File: config.mk
export PLATFORM = sky130hd
export DESIGN_NAME = dod_decoder
export DESIGN_NICKNAME = d
export VERILOG_FILES = /design/src/shared/dod_pkg.sv /design/src/hdl/dod_cond_eval.sv /design/src/hdl/dod_decoder.sv
export SDC_FILE = /design/constraint.sdc
export NUM_CORES = 1
export LEC_CHECK = 0
export ABC_AREA = 0
export BUFFER_PORTS_ARGS = -buffer_cell sky130_fd_sc_hd__buf_2
export CAP_MARGIN = 20
export CORE_ASPECT_RATIO = 0.7
export CORE_MARGIN = 2
export CORE_UTILIZATION = 48
export CTS_BUF_LIST = sky130_fd_sc_hd__clkbuf_16
export DETAILED_ROUTE_END_ITERATION = 7
export PLACE_DENSITY = 0.79
export SLEW_MARGIN = 5
export SYNTH_ARGS = -nofsm -noshare
export SYNTH_HDL_FRONTEND = slang
export SYNTH_HIERARCHICAL = 1
export SYNTH_SLANG_ARGS = --single-unit
File: constraint.sdc
create_clock -name clk_i -period 2.9 [get_ports clk_i]
set_clock_uncertainty 0.05 [all_clocks]
set_input_delay 0.145 -clock clk_i [delete_from_list [all_inputs] [get_ports clk_i]]
set_output_delay 0.145 -clock clk_i [all_outputs]
set_load 0.05 [all_outputs]
File: src/shared/dod_pkg.sv
// Package of opcode patterns, operation codes and constants for the decoder
package dod_pkg;

   // ************************************************
   // Widths and reset values
   // ************************************************
   localparam int DOD_WORD_W = 16;
   localparam logic [3:0] DOD_SHIFT_RST = 4'h0;
   localparam logic [7:0] DOD_OPND_RST = 8'h00;
   localparam logic [3:0] DOD_NIB_RST = 4'h0;
   localparam logic [3:0] DOD_FIXED_SHIFT16 = 4'h0; // Shift 16 flagged apart
   localparam logic [2:0] DOD_CYC_ONE = 3'h1;
   localparam logic [2:0] DOD_CYC_TWO = 3'h2;
   localparam logic [2:0] DOD_CYC_FOUR = 3'h4;

   // ************************************************
   // Opcode patterns
   // ************************************************
   localparam logic [15:0] DOD_W_MAGNITUDE = 16'hbe00;
   localparam logic [15:0] DOD_W_PRODUCT_ACC = 16'hbe04;
   localparam logic [15:0] DOD_W_JUMP_ACC = 16'hbe20;
   localparam logic [15:0] DOD_W_AND_IMM16 = 16'hbe81;
   localparam logic [15:0] DOD_W_JUMP_PIN = 16'he000;
   localparam logic [15:0] DOD_W_JUMP_TSET = 16'he100;
   localparam logic [15:0] DOD_W_JUMP_TCLR = 16'he200;
   localparam logic [3:0] DOD_N_SUM_SHIFT = 4'h2;
   localparam logic [7:0] DOD_B_SUM_HIGH = 8'h61;
   localparam logic [7:0] DOD_B_SUM_SHORT = 8'hb8;
   localparam logic [7:0] DOD_B_SUM_CARRY = 8'h60;
   localparam logic [7:0] DOD_B_SUM_LOW = 8'h62;
   localparam logic [7:0] DOD_B_SUM_TEMP = 8'h63;
   localparam logic [7:0] DOD_B_AUX_INC = 8'h78;
   localparam logic [7:0] DOD_B_AND_MEM = 8'h6e;
   localparam logic [7:0] DOD_B_AUX_LOOP = 8'h7b;
   localparam logic [7:0] DOD_B_COND_JUMP = 8'he3;
   localparam logic [11:0] DOD_T_SUM_LONG = 12'hbf9;
   localparam logic [11:0] DOD_T_AND_LONG = 12'hbfb;

   // ************************************************
   // Flag-condition selector codes and condition bit positions
   // ************************************************
   localparam logic [1:0] DOD_SEL_PIN_LOW = 2'h0;
   localparam logic [1:0] DOD_SEL_TEST_SET = 2'h1;
   localparam logic [1:0] DOD_SEL_TEST_CLR = 2'h2;
   localparam logic [1:0] DOD_SEL_NONE = 2'h3;
   localparam int DOD_C_ZERO = 3;
   localparam int DOD_C_NEG = 2;
   localparam int DOD_C_OVF = 1;
   localparam int DOD_C_CARRY = 0;

   // ************************************************
   // Decoded operations
   // ************************************************
   typedef enum logic [4:0] {
      DOD_OP_NONE = 5'h00,
      DOD_OP_MAGNITUDE = 5'h01,
      DOD_OP_SUM_SHIFT = 5'h02,
      DOD_OP_SUM_HIGH = 5'h03,
      DOD_OP_SUM_SHORT = 5'h04,
      DOD_OP_SUM_LONG = 5'h05,
      DOD_OP_SUM_CARRY = 5'h06,
      DOD_OP_SUM_LOW = 5'h07,
      DOD_OP_SUM_TEMP = 5'h08,
      DOD_OP_AUX_INC = 5'h09,
      DOD_OP_AND_MEM = 5'h0a,
      DOD_OP_AND_LONG = 5'h0b,
      DOD_OP_AND_LONG16 = 5'h0c,
      DOD_OP_PRODUCT_ACC = 5'h0d,
      DOD_OP_JUMP_ACC = 5'h0e,
      DOD_OP_AUX_LOOP = 5'h0f,
      DOD_OP_JUMP_TSET = 5'h10,
      DOD_OP_JUMP_TCLR = 5'h11,
      DOD_OP_COND_JUMP = 5'h12,
      DOD_OP_JUMP_PIN = 5'h13
   } dod_op_t;

   typedef enum logic [0:0] {
      DOD_ST_OPCODE = 1'b0,
      DOD_ST_SECOND = 1'b1
   } dod_state_t;

endpackage

File: src/hdl/dod_cond_eval.sv
// Condition evaluator for flag selector and accumulator condition nibbles
`timescale 1ns/1ps
module dod_cond_eval
   import dod_pkg::*;
(
   // Condition fields
   input wire logic [1:0] flag_cond_select_i,
   input wire logic [3:0] state_nib_i,
   input wire logic [3:0] mask_nib_i,
   // Live status
   input wire logic test_flag_i,
   input wire logic branch_input_pin_i,
   input wire logic [3:0] acc_live_i,
   // Results
   output logic flag_met_o,
   output logic acc_met_o
);
   import dod_pkg::*;

   // ************************************************
   // Evaluation
   // ************************************************
   // Selector 11 tests nothing and so never passes on its own
   always_comb begin
      case (flag_cond_select_i)
         DOD_SEL_PIN_LOW: flag_met_o = ~branch_input_pin_i;
         DOD_SEL_TEST_SET: flag_met_o = test_flag_i;
         DOD_SEL_TEST_CLR: flag_met_o = ~test_flag_i;
         default: flag_met_o = 1'b0;
      endcase
   end

   // A masked bit is live when its condition matches the wanted state
   always_comb begin
      acc_met_o = |(mask_nib_i & ~(acc_live_i ^ state_nib_i));
   end
endmodule

File: src/hdl/dod_decoder.sv
// Opcode decoder with two-word consumption and condition evaluation
`timescale 1ns/1ps
// Contract
// - Selector 00 pin low, 01 test flag set, 10 clear, 11 none.
// - Condition nibble order: zero, negative, overflow, carry, MSB first.
// - Low four bits are a mask selecting conditions to test.
// - Bits 4 to 7 give required state of masked conditions.
// - Mask ANDed with live-equals-state match bits; any set bit means satisfied.
// - Word be00 is one-cycle magnitude of accumulator.
// - Nibble 0010 is shifted sum; shift bits 11-8, address low byte.
// - Prefix 61 sums high half; b8 sums short 8-bit immediate.
// - Prefix bf9 plus shift is two-word long-immediate shifted sum.
// - Prefixes 60, 62, 63: carry sum, unsigned low sum, temp-shift sum.
// - Prefix 78 sum_unsigned_low_op low-byte immediate to auxiliary register.
// - Prefix 6e ANDs data memory operand into accumulator.
// - Prefix bfb two-word AND with shift; be81 with shift sixteen.
// - Word be04 sum_unsigned_low_op product register to accumulator.
// - Word be20 jumps to accumulator address, four cycles.
// - Prefix 7b plus address word jumps when auxiliary nonzero.
// - Words e100, e200 plus address jump on test set, clear.
// - Prefix e3 sign jumps: 8/c nonneg, 4/4 neg, c/c nonpos.
// - Prefix e3 state 0 mask 4 jumps when the negative condition is clear.
// - Prefix e3: 1/1 carry, 0/1 no carry, 0/2 no overflow.
// - Word e000 plus address jumps when branch pin low.
module dod_decoder
   import dod_pkg::*;
(
   // Clock and reset
   input wire logic clk_i,
   input wire logic resetn_i,
   // Fetch side
   input wire logic word_valid_i,
   input wire logic [15:0] word_i,
   // Status from the datapath and pin
   input wire logic test_flag_i,
   input wire logic branch_input_pin_i,
   input wire logic acc_zero_i,
   input wire logic acc_neg_i,
   input wire logic acc_ovf_i,
   input wire logic acc_carry_i,
   input wire logic aux_nonzero_i,
   // Decoded outputs
   output logic dec_valid_o,
   output dod_pkg::dod_op_t op_o,
   output logic [3:0] shift_amount_field_o,
   output logic shift16_o,
   output logic [7:0] operand_o,
   output logic [15:0] long_word_o,
   output logic two_word_o,
   output logic [2:0] cycles_o,
   output logic [1:0] flag_cond_select_o,
   output logic [3:0] acc_cond_state_o,
   output logic [3:0] acc_cond_mask_o,
   output logic is_jump_o,
   output logic jump_taken_o,
   output logic illegal_o
);
   import dod_pkg::*;

   // ************************************************
   // State
   // ************************************************
   typedef struct packed {
      dod_state_t st;
      logic pin_m;
      logic pin_s;
      logic valid;
      dod_op_t op;
      logic [3:0] shift;
      logic shift16;
      logic [7:0] opnd;
      logic [15:0] lword;
      logic two;
      logic [2:0] cyc;
      logic [1:0] fsel;
      logic [3:0] snib;
      logic [3:0] mnib;
      logic jump;
      logic illegal;
   } dod_regs_t;

   dod_regs_t st_r;
   dod_regs_t st_nxt;

   // Condition results and the live accumulator conditions
   logic flag_met;
   logic acc_met;
   logic [3:0] acc_live;

   // Live conditions, zero in the top bit down to carry at the bottom
   assign acc_live = {acc_zero_i, acc_neg_i, acc_ovf_i, acc_carry_i};

   // ************************************************
   // Opcode classification
   // ************************************************
   // Patterns are exact words first, then twelve-, eight-, four-bit prefixes
   function automatic dod_op_t classify(input logic [15:0] w);
      dod_op_t r;
      r = DOD_OP_NONE;
      if (w == DOD_W_MAGNITUDE) r = DOD_OP_MAGNITUDE;
      else if (w == DOD_W_PRODUCT_ACC) r = DOD_OP_PRODUCT_ACC;
      else if (w == DOD_W_JUMP_ACC) r = DOD_OP_JUMP_ACC;
      else if (w == DOD_W_AND_IMM16) r = DOD_OP_AND_LONG16;
      else if (w == DOD_W_JUMP_PIN) r = DOD_OP_JUMP_PIN;
      else if (w == DOD_W_JUMP_TSET) r = DOD_OP_JUMP_TSET;
      else if (w == DOD_W_JUMP_TCLR) r = DOD_OP_JUMP_TCLR;
      else if (w[15:4] == DOD_T_SUM_LONG) r = DOD_OP_SUM_LONG;
      else if (w[15:4] == DOD_T_AND_LONG) r = DOD_OP_AND_LONG;
      else if (w[15:8] == DOD_B_SUM_HIGH) r = DOD_OP_SUM_HIGH;
      else if (w[15:8] == DOD_B_SUM_SHORT) r = DOD_OP_SUM_SHORT;
      else if (w[15:8] == DOD_B_SUM_CARRY) r = DOD_OP_SUM_CARRY;
      else if (w[15:8] == DOD_B_SUM_LOW) r = DOD_OP_SUM_LOW;
      else if (w[15:8] == DOD_B_SUM_TEMP) r = DOD_OP_SUM_TEMP;
      else if (w[15:8] == DOD_B_AUX_INC) r = DOD_OP_AUX_INC;
      else if (w[15:8] == DOD_B_AND_MEM) r = DOD_OP_AND_MEM;
      else if (w[15:8] == DOD_B_AUX_LOOP) r = DOD_OP_AUX_LOOP;
      else if (w[15:8] == DOD_B_COND_JUMP) r = DOD_OP_COND_JUMP;
      else if (w[15:12] == DOD_N_SUM_SHIFT) r = DOD_OP_SUM_SHIFT;
      return r;
   endfunction

   // Two-word forms carry a constant or a branch address behind the opcode
   function automatic logic needs_second(input dod_op_t o);
      case (o)
         DOD_OP_SUM_LONG, DOD_OP_AND_LONG, DOD_OP_AND_LONG16,
         DOD_OP_AUX_LOOP, DOD_OP_JUMP_TSET, DOD_OP_JUMP_TCLR,
         DOD_OP_COND_JUMP, DOD_OP_JUMP_PIN: needs_second = 1'b1;
         default: needs_second = 1'b0;
      endcase
   endfunction

   // ************************************************
   // Condition evaluation
   // ************************************************
   dod_cond_eval u_cond (
      .flag_cond_select_i(st_r.fsel),
      .state_nib_i(st_r.snib),
      .mask_nib_i(st_r.mnib),
      .test_flag_i(test_flag_i),
      .branch_input_pin_i(st_r.pin_s),
      .acc_live_i(acc_live),
      .flag_met_o(flag_met),
      .acc_met_o(acc_met)
   );

   // ************************************************
   // Next-state logic
   // ************************************************
   // Outputs update in one step so every field belongs to the same instruction
   always_comb begin
      st_nxt = st_r;
      st_nxt.pin_m = branch_input_pin_i;
      st_nxt.pin_s = st_r.pin_m;
      st_nxt.valid = 1'b0;
      case (st_r.st)
         DOD_ST_OPCODE: begin
            if (word_valid_i) begin
               st_nxt.op = classify(word_i);
               st_nxt.illegal = (classify(word_i) == DOD_OP_NONE);
               st_nxt.shift = word_i[11:8];
               st_nxt.shift16 = 1'b0;
               st_nxt.opnd = word_i[7:0];
               st_nxt.lword = 16'h0000;
               st_nxt.fsel = DOD_SEL_NONE;
               st_nxt.snib = word_i[7:4];
               st_nxt.mnib = word_i[3:0];
               st_nxt.jump = 1'b0;
               st_nxt.two = needs_second(classify(word_i));
               st_nxt.cyc = DOD_CYC_ONE;
               case (classify(word_i))
                  DOD_OP_SUM_LONG, DOD_OP_AND_LONG: begin
                     st_nxt.shift = word_i[3:0];
                     st_nxt.cyc = DOD_CYC_TWO;
                  end
                  DOD_OP_AND_LONG16: begin
                     st_nxt.shift = DOD_FIXED_SHIFT16;
                     st_nxt.shift16 = 1'b1;
                     st_nxt.cyc = DOD_CYC_TWO;
                  end
                  DOD_OP_JUMP_ACC: begin
                     st_nxt.jump = 1'b1;
                     st_nxt.cyc = DOD_CYC_FOUR;
                  end
                  DOD_OP_JUMP_PIN: st_nxt.fsel = DOD_SEL_PIN_LOW;
                  DOD_OP_JUMP_TSET: st_nxt.fsel = DOD_SEL_TEST_SET;
                  DOD_OP_JUMP_TCLR: st_nxt.fsel = DOD_SEL_TEST_CLR;
                  default: ;
               endcase
               if (needs_second(classify(word_i))) begin
                  st_nxt.st = DOD_ST_SECOND;
               end else begin
                  st_nxt.valid = 1'b1;
               end
            end
         end
         DOD_ST_SECOND: begin
            if (word_valid_i) begin
               // Second word is stored raw and never classified
               st_nxt.lword = word_i;
               st_nxt.valid = 1'b1;
               st_nxt.st = DOD_ST_OPCODE;
               if (st_r.op != DOD_OP_SUM_LONG && st_r.op != DOD_OP_AND_LONG &&
                   st_r.op != DOD_OP_AND_LONG16) begin
                  st_nxt.jump = 1'b1;
                  st_nxt.cyc = DOD_CYC_FOUR;
               end
            end
         end
         default: st_nxt.st = DOD_ST_OPCODE;
      endcase
      if (!resetn_i) begin
         st_nxt = '0;
         st_nxt.fsel = DOD_SEL_NONE;
      end
   end

   always_ff @(posedge clk_i) begin
      st_r <= st_nxt;
   end

   // ************************************************
   // Outputs
   // ************************************************
   // Taken is judged against live status, the pin after its two flops, in the cycle the decode is shown
   always_comb begin
      case (st_r.op)
         DOD_OP_JUMP_ACC: jump_taken_o = st_r.valid;
         DOD_OP_AUX_LOOP: jump_taken_o = st_r.valid & aux_nonzero_i;
         DOD_OP_JUMP_PIN, DOD_OP_JUMP_TSET, DOD_OP_JUMP_TCLR:
            jump_taken_o = st_r.valid & flag_met;
         DOD_OP_COND_JUMP:
            jump_taken_o = st_r.valid & acc_met;
         default: jump_taken_o = 1'b0;
      endcase
   end

   assign dec_valid_o = st_r.valid;
   assign op_o = st_r.op;
   assign shift_amount_field_o = st_r.shift;
   assign shift16_o = st_r.shift16;
   assign operand_o = st_r.opnd;
   assign long_word_o = st_r.lword;
   assign two_word_o = st_r.two;
   assign cycles_o = st_r.cyc;
   assign flag_cond_select_o = st_r.fsel;
   assign acc_cond_state_o = st_r.snib;
   assign acc_cond_mask_o = st_r.mnib;
   assign is_jump_o = st_r.jump;
   assign illegal_o = st_r.illegal & st_r.valid;

   // ************************************************
   // Checks
   // ************************************************
   property p_magnitude;
      @(posedge clk_i) disable iff (!resetn_i)
      (st_r.st == DOD_ST_OPCODE && word_valid_i && word_i == DOD_W_MAGNITUDE)
      |=> (dec_valid_o && op_o == DOD_OP_MAGNITUDE && cycles_o == 3'h1);
   endproperty
   a_magnitude: assert property (p_magnitude) else $error("magnitude");

   property p_sum_fields;
      @(posedge clk_i) disable iff (!resetn_i)
      (st_r.st == DOD_ST_OPCODE && word_valid_i && word_i[15:12] == 4'h2)
      |=> (op_o == DOD_OP_SUM_SHIFT && shift_amount_field_o == $past(word_i[11:8])
           && operand_o == $past(word_i[7:0]));
   endproperty
   a_sum_fields: assert property (p_sum_fields) else $error("sum fields");

   property p_second_raw;
      @(posedge clk_i) disable iff (!resetn_i)
      (st_r.st == DOD_ST_SECOND && word_valid_i) |=>
      (dec_valid_o && long_word_o == $past(word_i) && two_word_o);
   endproperty
   a_second_raw: assert property (p_second_raw) else $error("second word");

   property p_long_sum;
      @(posedge clk_i) disable iff (!resetn_i)
      (st_r.st == DOD_ST_OPCODE && word_valid_i && word_i[15:4] == 12'hbf9)
      |=> !dec_valid_o ##0 (st_r.st == DOD_ST_SECOND);
   endproperty
   a_long_sum: assert property (p_long_sum) else $error("long sum");

   property p_cond_eval;
      @(posedge clk_i) disable iff (!resetn_i)
      (dec_valid_o && op_o == DOD_OP_COND_JUMP) |->
      (jump_taken_o == |(acc_cond_mask_o & ~(acc_live ^ acc_cond_state_o)));
   endproperty
   a_cond_eval: assert property (p_cond_eval) else $error("cond eval");

   property p_pin_jump;
      @(posedge clk_i) disable iff (!resetn_i)
      (dec_valid_o && op_o == DOD_OP_JUMP_PIN) |->
      (jump_taken_o == !st_r.pin_s && flag_cond_select_o == 2'h0);
   endproperty
   a_pin_jump: assert property (p_pin_jump) else $error("pin jump");

   property p_tset_jump;
      @(posedge clk_i) disable iff (!resetn_i)
      (dec_valid_o && op_o == DOD_OP_JUMP_TSET) |-> (jump_taken_o == test_flag_i);
   endproperty
   a_tset_jump: assert property (p_tset_jump) else $error("test jump");

   property p_aux_loop;
      @(posedge clk_i) disable iff (!resetn_i)
      (dec_valid_o && op_o == DOD_OP_AUX_LOOP) |-> (jump_taken_o == aux_nonzero_i);
   endproperty
   a_aux_loop: assert property (p_aux_loop) else $error("aux loop");

   property p_jump_acc;
      @(posedge clk_i) disable iff (!resetn_i)
      (st_r.st == DOD_ST_OPCODE && word_valid_i && word_i == DOD_W_JUMP_ACC)
      |=> (cycles_o == 3'h4 && jump_taken_o && !two_word_o);
   endproperty
   a_jump_acc: assert property (p_jump_acc) else $error("acc jump");
endmodule

Word level (Yosys, flattened, before mapping)
Memory sizes are Yosys's and may differ from the RTL's.
Cells that the tools add are included.
{"block": "word_totals", "reg_bits": 54, "rom_bits": 64, "output_inout_bits": 52, "n_memories": 2}
{"block": "classes", "eq_ne": 40, "n_mux": 46, "bitwise": 10, "reduce_logical": 11}
{"name": "(name not given)", "words": 32, "width": 1, "read_ports": 1, "rd_clocked_by_memory_dff": 0, "wr": 0, "line": "dod_decoder.sv:124", "source": "case (o)"}
{"name": "(name not given)", "words": 32, "width": 1, "read_ports": 1, "rd_clocked_by_memory_dff": 0, "wr": 0, "line": "dod_decoder.sv:124"}
{"operator": "$eq 16x16->1 const B", "count": 7}
{"operator": "$mux 5", "count": 20}
{"operator": "$eq 8x7->1 const B", "count": 7}
{"operator": "$mux 51", "count": 1}
{"operator": "$eq 5x5->1 const B", "count": 7}
{"operator": "$pmux 16 s2", "count": 1}
{"operator": "$eq 5x4->1 const B", "count": 5}
{"operator": "$eq 12x12->1 const B", "count": 2}
{"operator": "$eq 8x8->1 const B", "count": 2}
{"operator": "$mux 16", "count": 1}
{"operator": "$pmux 3 s2", "count": 2}
{"operator": "$mux 1", "count": 11}
{"operator": "$ne 5x4->1 const B", "count": 2}
{"operator": "$pmux 4 s2", "count": 1}
{"operator": "$mux 3", "count": 2}
{"operator": "$pmux 1 s2", "count": 3}
{"operator": "$pmux 2 s3", "count": 1}
{"operator": "$reduce_or 3->1", "count": 2}
{"operator": "$eq 5x3->1 const B", "count": 1}
{"operator": "$logic_not 5->1", "count": 1}
{"operator": "$ne 5x3->1 const B", "count": 1}
{"operator": "$and 1x1->1", "count": 4}
{"operator": "$and 4x4->4", "count": 1}
{"operator": "$eq 4x2->1 const B", "count": 1}
{"operator": "other kinds (16)", "count": 21}

Longest topological paths before layout
An unclocked memory read counts as a cell.
{"block": "depth", "word_depth": 28, "depth_mapped": 13, "ltp_nobuf": 12}

Cells and area by module
The synthesis kept the hierarchy.
{"mod": "dod_decoder", "instances": 1, "cells_each": 356, "area_per_inst_um2": 2861.5}
{"mod": "dod_cond_eval", "instances": 1, "cells_each": 10, "area_per_inst_um2": 72.6}

Least setup slack after synthesis
No wires, ideal clock.
{"block": "synth_timing", "kind": "input-to-reg", "from": "input port word_i[15]", "to": "register st_r, in the netlist cycles_o[1]", "setup_time_ns": 0.092, "arrival_time_ns": 2.659, "required_time_ns": 2.758, "setup_slack_ns": 0.099, "cell_stages": 11, "cell_sequence": "buf_2 -> nand4b_1 -> nor4_1 -> a21o_1 -> nor3_1 -> ha_1 -> inv_1 -> or4_2 -> o21ai_0 -> nor3_1 -> o32ai_1"}
{"block": "synth_via", "elab_chain_len": 27, "elab_cells_between_ends": 48, "classes_between": "eq/ne (23); mux (24); reduce/logical (1)"}
{"element": "start: declaration", "line": "dod_decoder.sv:33", "source": "input wire logic [15:0] word_i,"}
{"element": "$eq 4x2->1", "line": "dod_decoder.sv:118", "source": "else if (w[15:12] == DOD_N_SUM_SHIFT) r = DOD_OP_SUM_SHIFT;"}
{"element": "$mux 2", "line": "dod_decoder.sv:118"}
{"element": "$mux 5", "line": "dod_decoder.sv:117", "source": "else if (w[15:8] == DOD_B_COND_JUMP) r = DOD_OP_COND_JUMP;"}
{"element": "$mux 5", "line": "dod_decoder.sv:116", "source": "else if (w[15:8] == DOD_B_AUX_LOOP) r = DOD_OP_AUX_LOOP;"}
{"element": "$mux 5", "line": "dod_decoder.sv:115", "source": "else if (w[15:8] == DOD_B_AND_MEM) r = DOD_OP_AND_MEM;"}
{"element": "$mux 5", "line": "dod_decoder.sv:114", "source": "else if (w[15:8] == DOD_B_AUX_INC) r = DOD_OP_AUX_INC;"}
{"element": "$mux 5", "line": "dod_decoder.sv:113", "source": "else if (w[15:8] == DOD_B_SUM_TEMP) r = DOD_OP_SUM_TEMP;"}
{"element": "$mux 5", "line": "dod_decoder.sv:112", "source": "else if (w[15:8] == DOD_B_SUM_LOW) r = DOD_OP_SUM_LOW;"}
{"element": "(+11 left out)"}
{"element": "$mux 5 *", "line": "dod_decoder.sv:100", "source": "if (w == DOD_W_MAGNITUDE) r = DOD_OP_MAGNITUDE;"}
{"element": "$mux 5 *", "line": "dod_decoder.sv:157", "source": "if (word_valid_i) begin"}
{"element": "$mux 5 *", "line": "dod_decoder.sv:155", "source": "case (st_r.st)"}
{"element": "$eq 5x4->1 / $eq 5x3->1 (equally long branches)", "line": "dod_decoder.sv:170", "source": "case (classify(word_i))"}
{"element": "$reduce_or 3->1 (no source line)"}
{"element": "$pmux 3 s2 *", "line": "dod_decoder.sv:170"}
{"element": "$mux 51 *", "line": "dod_decoder.sv:157"}
{"element": "$pmux 3 s2 *", "line": "dod_decoder.sv:155"}
{"element": "end signal: assignment", "line": "dod_decoder.sv:218", "source": "st_r <= st_nxt;"}
{"element": "end: declaration", "line": "dod_decoder.sv:82", "source": "dod_regs_t st_r;"}
Mark *: on every way between the ends. The rest lies on a longest branch, timed or not. The select of a mux whose other input is x is not followed.
A chain may end at the register's enable or synchronous reset.

Worst setup path in the final report
{"block": "layout_timing", "from": "input port word_i[11]", "to": "register st_r, in the netlist cycles_o[1]"}
{"block": "layout_via", "elab_chain_len": 26, "elab_cells_between_ends": 46, "classes_between": "eq/ne (22); mux (23); reduce/logical (1)"}
{"element": "$eq 8x8->1", "line": "dod_decoder.sv:117"}
{"element": "$mux 5", "line": "dod_decoder.sv:117"}
{"element": "$mux 5", "line": "dod_decoder.sv:116"}
{"element": "$mux 5", "line": "dod_decoder.sv:115"}
{"element": "$mux 5", "line": "dod_decoder.sv:114"}
{"element": "$mux 5", "line": "dod_decoder.sv:113"}
{"element": "$mux 5", "line": "dod_decoder.sv:112"}
{"element": "$mux 5", "line": "dod_decoder.sv:111", "source": "else if (w[15:8] == DOD_B_SUM_CARRY) r = DOD_OP_SUM_CARRY;"}
{"element": "(+10 left out)"}
{"element": "$mux 5 *", "line": "dod_decoder.sv:100"}
{"element": "$mux 5 *", "line": "dod_decoder.sv:157"}
{"element": "$mux 5 *", "line": "dod_decoder.sv:155"}
{"element": "$eq 5x4->1 / $eq 5x3->1 (equally long branches)", "line": "dod_decoder.sv:170"}
{"element": "$reduce_or 3->1 (no source line)"}
{"element": "$pmux 3 s2 *", "line": "dod_decoder.sv:170"}
{"element": "$mux 51 *", "line": "dod_decoder.sv:157"}
{"element": "$pmux 3 s2 *", "line": "dod_decoder.sv:155"}
Marks and branches as above.

==> flow_metrics.tcl <==
set metrics [dict create \
    end_kind "flop" \
    critPathMaxStageDelay_ns 0.66 \
    track_usage 0.234 \
    crit_slowest_cell "or4_2" \
    synth.largest_area_cell "dfxtp_1" \
    die_area_sq_um 6760 \
    drt_first_pass_iters 4 \
    ys.flop_type "dfxtp_1" \
    wl_met2_um 3390 \
    p_leak_nw 1.60 \
    ys_top_cells_by_area "dfxtp_1 (31%), buf_4 (12%), a21boi_0 (6.7%)" \
    final_nets 463 \
    area_growth_pct 21.2 \
    wl_met1_um 3950 \
    layout_min_cycle_time_ns 2.79 \
    finalHoldWorstSlack_ns 0.0155 \
    hpwlAfterDp_um 6120 \
    hold_start "branch_input_pin_i" \
    wl_per_cell_um 15.8 \
    start_kind "input pin" \
    critPathMaxFanout 4 \
    antenna_cells 0 \
    start_util 0.505 \
    cts_made_buffers 5 \
    cp-startpoint "word_i[11]" \
    grt_pass1_vias 2568 \
    power_density_nw_per_um2 427 \
    clock_sinks 46 \
    r2r_start "st_r[53]" \
    cts_tree "done" \
    max_slew.worst_pin.slew_ns 0.806 \
    h-tree-depth 2 \
    wl_um 8060 \
    final.period_utilization 0.964 \
    overflow 0 \
    yosys.area.top_type_share 0.314 \
    cap_viol_max_count 0 \
    worstPathRequired_ns 3.03 \
    topRoutingLayerUsed "met4" \
    drive_above_1_share 0.348 \
    async_flop_share 0 \
    path_cells "buf_2 -> buf_4 -> nand4_1 -> nor4_1 -> nor2_1 -> o41ai_2 -> nor3_2 -> ha_2 -> inv_1 -> or4_2 -> o21ai_0 -> buf_4 -> nor3_1 -> o32ai_1" \
    place_congestion 0.930 \
    grt_max_degree 54 \
    synth_cell_type_count 55 \
    synth.avg_cell_area_sq_um 8.02 \
    seq_area_frac_synth 0.314 \
    drt_iter0_drc 231 \
    syn_nets 396 \
    synthCells 366 \
    via_per_inst 5.51 \
    cts_hold_buf 0 \
    slew_violations 0 \
    dp_slack_ns -0.282 \
    io_buffers 77 \
    synth_edf_count 0 \
    slew_headroom 0.463 \
    die_w_um 97.4 \
    setup_viol 0 \
    drc 0 \
    fp.coreArea_sq_um 5810 \
    outcome "complete, no violations" \
    crit_arrival_ns 2.92 \
    met3_length_um 689 \
    mostFrequentLayoutCells "buf_2 (77), buf_4 (51), dfxtp_1 (46)" \
    hold_class "input pin to flop" \
    fmax_mhz 358 \
    clk_pin_slew_ns 0.06 \
    num_rows 23 \
    die_h_um 69.4 \
    final_common_cell "buf_2" \
    ys_ff_latch 46 \
    hold_viol_final 0 \
    yosysWarnings 6 \
    clk_latency_ns 0.28 \
    clk_path_buf_depth 2 \
    ios 78 \
    ctsRootBufferMaster "clkbuf_16" \
    cpMostUsedCell "buf_4" \
    ir_drop_uv 263 \
    vias 2807 \
    ant_nets 0 \
    setup_ws_ns 0.105 \
    synth.cell_area_sq_um 2930 \
    grt_pass1_wl_um 13000 \
    antenna_found_initial 0 \
    worstSetupPathType "input pin to flop" \
]
[registers in the layout, summed over array words and instances, names as in the netlist]
name and cells:
long_word_o 16, operand_o 8, op_o 5, shift_amount_field_o 4
st_r 4, cycles_o 3, flag_cond_select_o 2, dec_valid_o 1
is_jump_o 1, shift16_o 1, two_word_o 1
[cell usage after synthesis, drive strengths merged (7+ instances only)]
master,instances
a21boi,26
a21oi,15
buf,50
clkbuf,18
dfxtp,46
inv,11
nand2,36
nand2b,18
nand3,22
nor2,11
nor3,10
nor4,7
o21ai,14
[final timing paths]
path / slack (ns) / endpoint / cells past startpoint
worst max-delay path: 0.11 / cycles_o[1] / 14
worst min-delay path: 0.02 / st_r[52] / 2
worst max register to register: 0.63 / shift_amount_field_o[1] / 6
worst min register to register: 0.38 / st_r[51] / 1
[what timing repair did]
item | 4_1_cts | 5_1_grt
gates resized for setup | 1 | 10
pin swaps | 0 | 2
setup endpoints to repair | 1 | 7
buffers inserted | 0 | 1
[worst max-delay path: cells and delay by family]
kind	cells	cell delay, ns
simple gates	6	1.39
compound gates	3	0.60
buf+inv	4	0.51
fa+ha+maj	1	0.26
[logic make-up (layout without fill, tap and decap cells)]
group           after synthesis  after routing  share of synthesized area
simple gates                139            139                      0.263
compound gates               90             90                      0.219
buf+inv                      79            147                      0.161
flops                        46             46                      0.314
xor+xnor                      6              6                     0.0179
fa+ha+maj                     4              4                     0.0171
mux                           2              2                    0.00853
[report_power, final]
| part | leakage, nW | switching (mW) | internal (mW) | total, mW |
|---|---|---|---|---|
| clock network | 0.0730 | 0.242 | 0.317 | 0.559 |
| registers | 0.375 | 0.0163 | 0.651 | 0.667 |
| logic | 1.15 | 0.192 | 0.101 | 0.294 |
| total | 1.60 | 0.451 | 1.07 | 1.52 |
[per-layer routing]
layer,up-vias,track usage
met4,0,0.0278
met1,1317,0.363
met5,-,0
li1,1383,-
met2,105,0.346
met3,2,0.0403
[metrics by stage]
stage | power, mW | instances | area, sq um | setup TNS [ns] | utilization
floorplan | 0.888 | 366 | 2930 | 0 | -
global placement | 0.966 | 500 | 3360 | -1.68 | 0.577
detailed placement | 0.969 | 500 | 3360 | -1.36 | 0.577
CTS | 1.53 | 508 | 3500 | 0 | 0.602
global route | 1.58 | 509 | 3560 | -0.00849 | 0.612
finish | 1.52 | 509 | 3560 | 0 | 0.612
[area by class of cell]
type / count / area [sq um]
Multi-Input combinational cell: 241 / 1590
Inverter: 11 / 41.3
Fill cell: 549 / 2260
Tap cell: 75 / 93.8
Clock inverter: 3 / 16.3
Sequential cell: 46 / 921
Timing Repair Buffer: 128 / 768
Clock buffer: 5 / 125
Power figures use the tool's default switching activity.
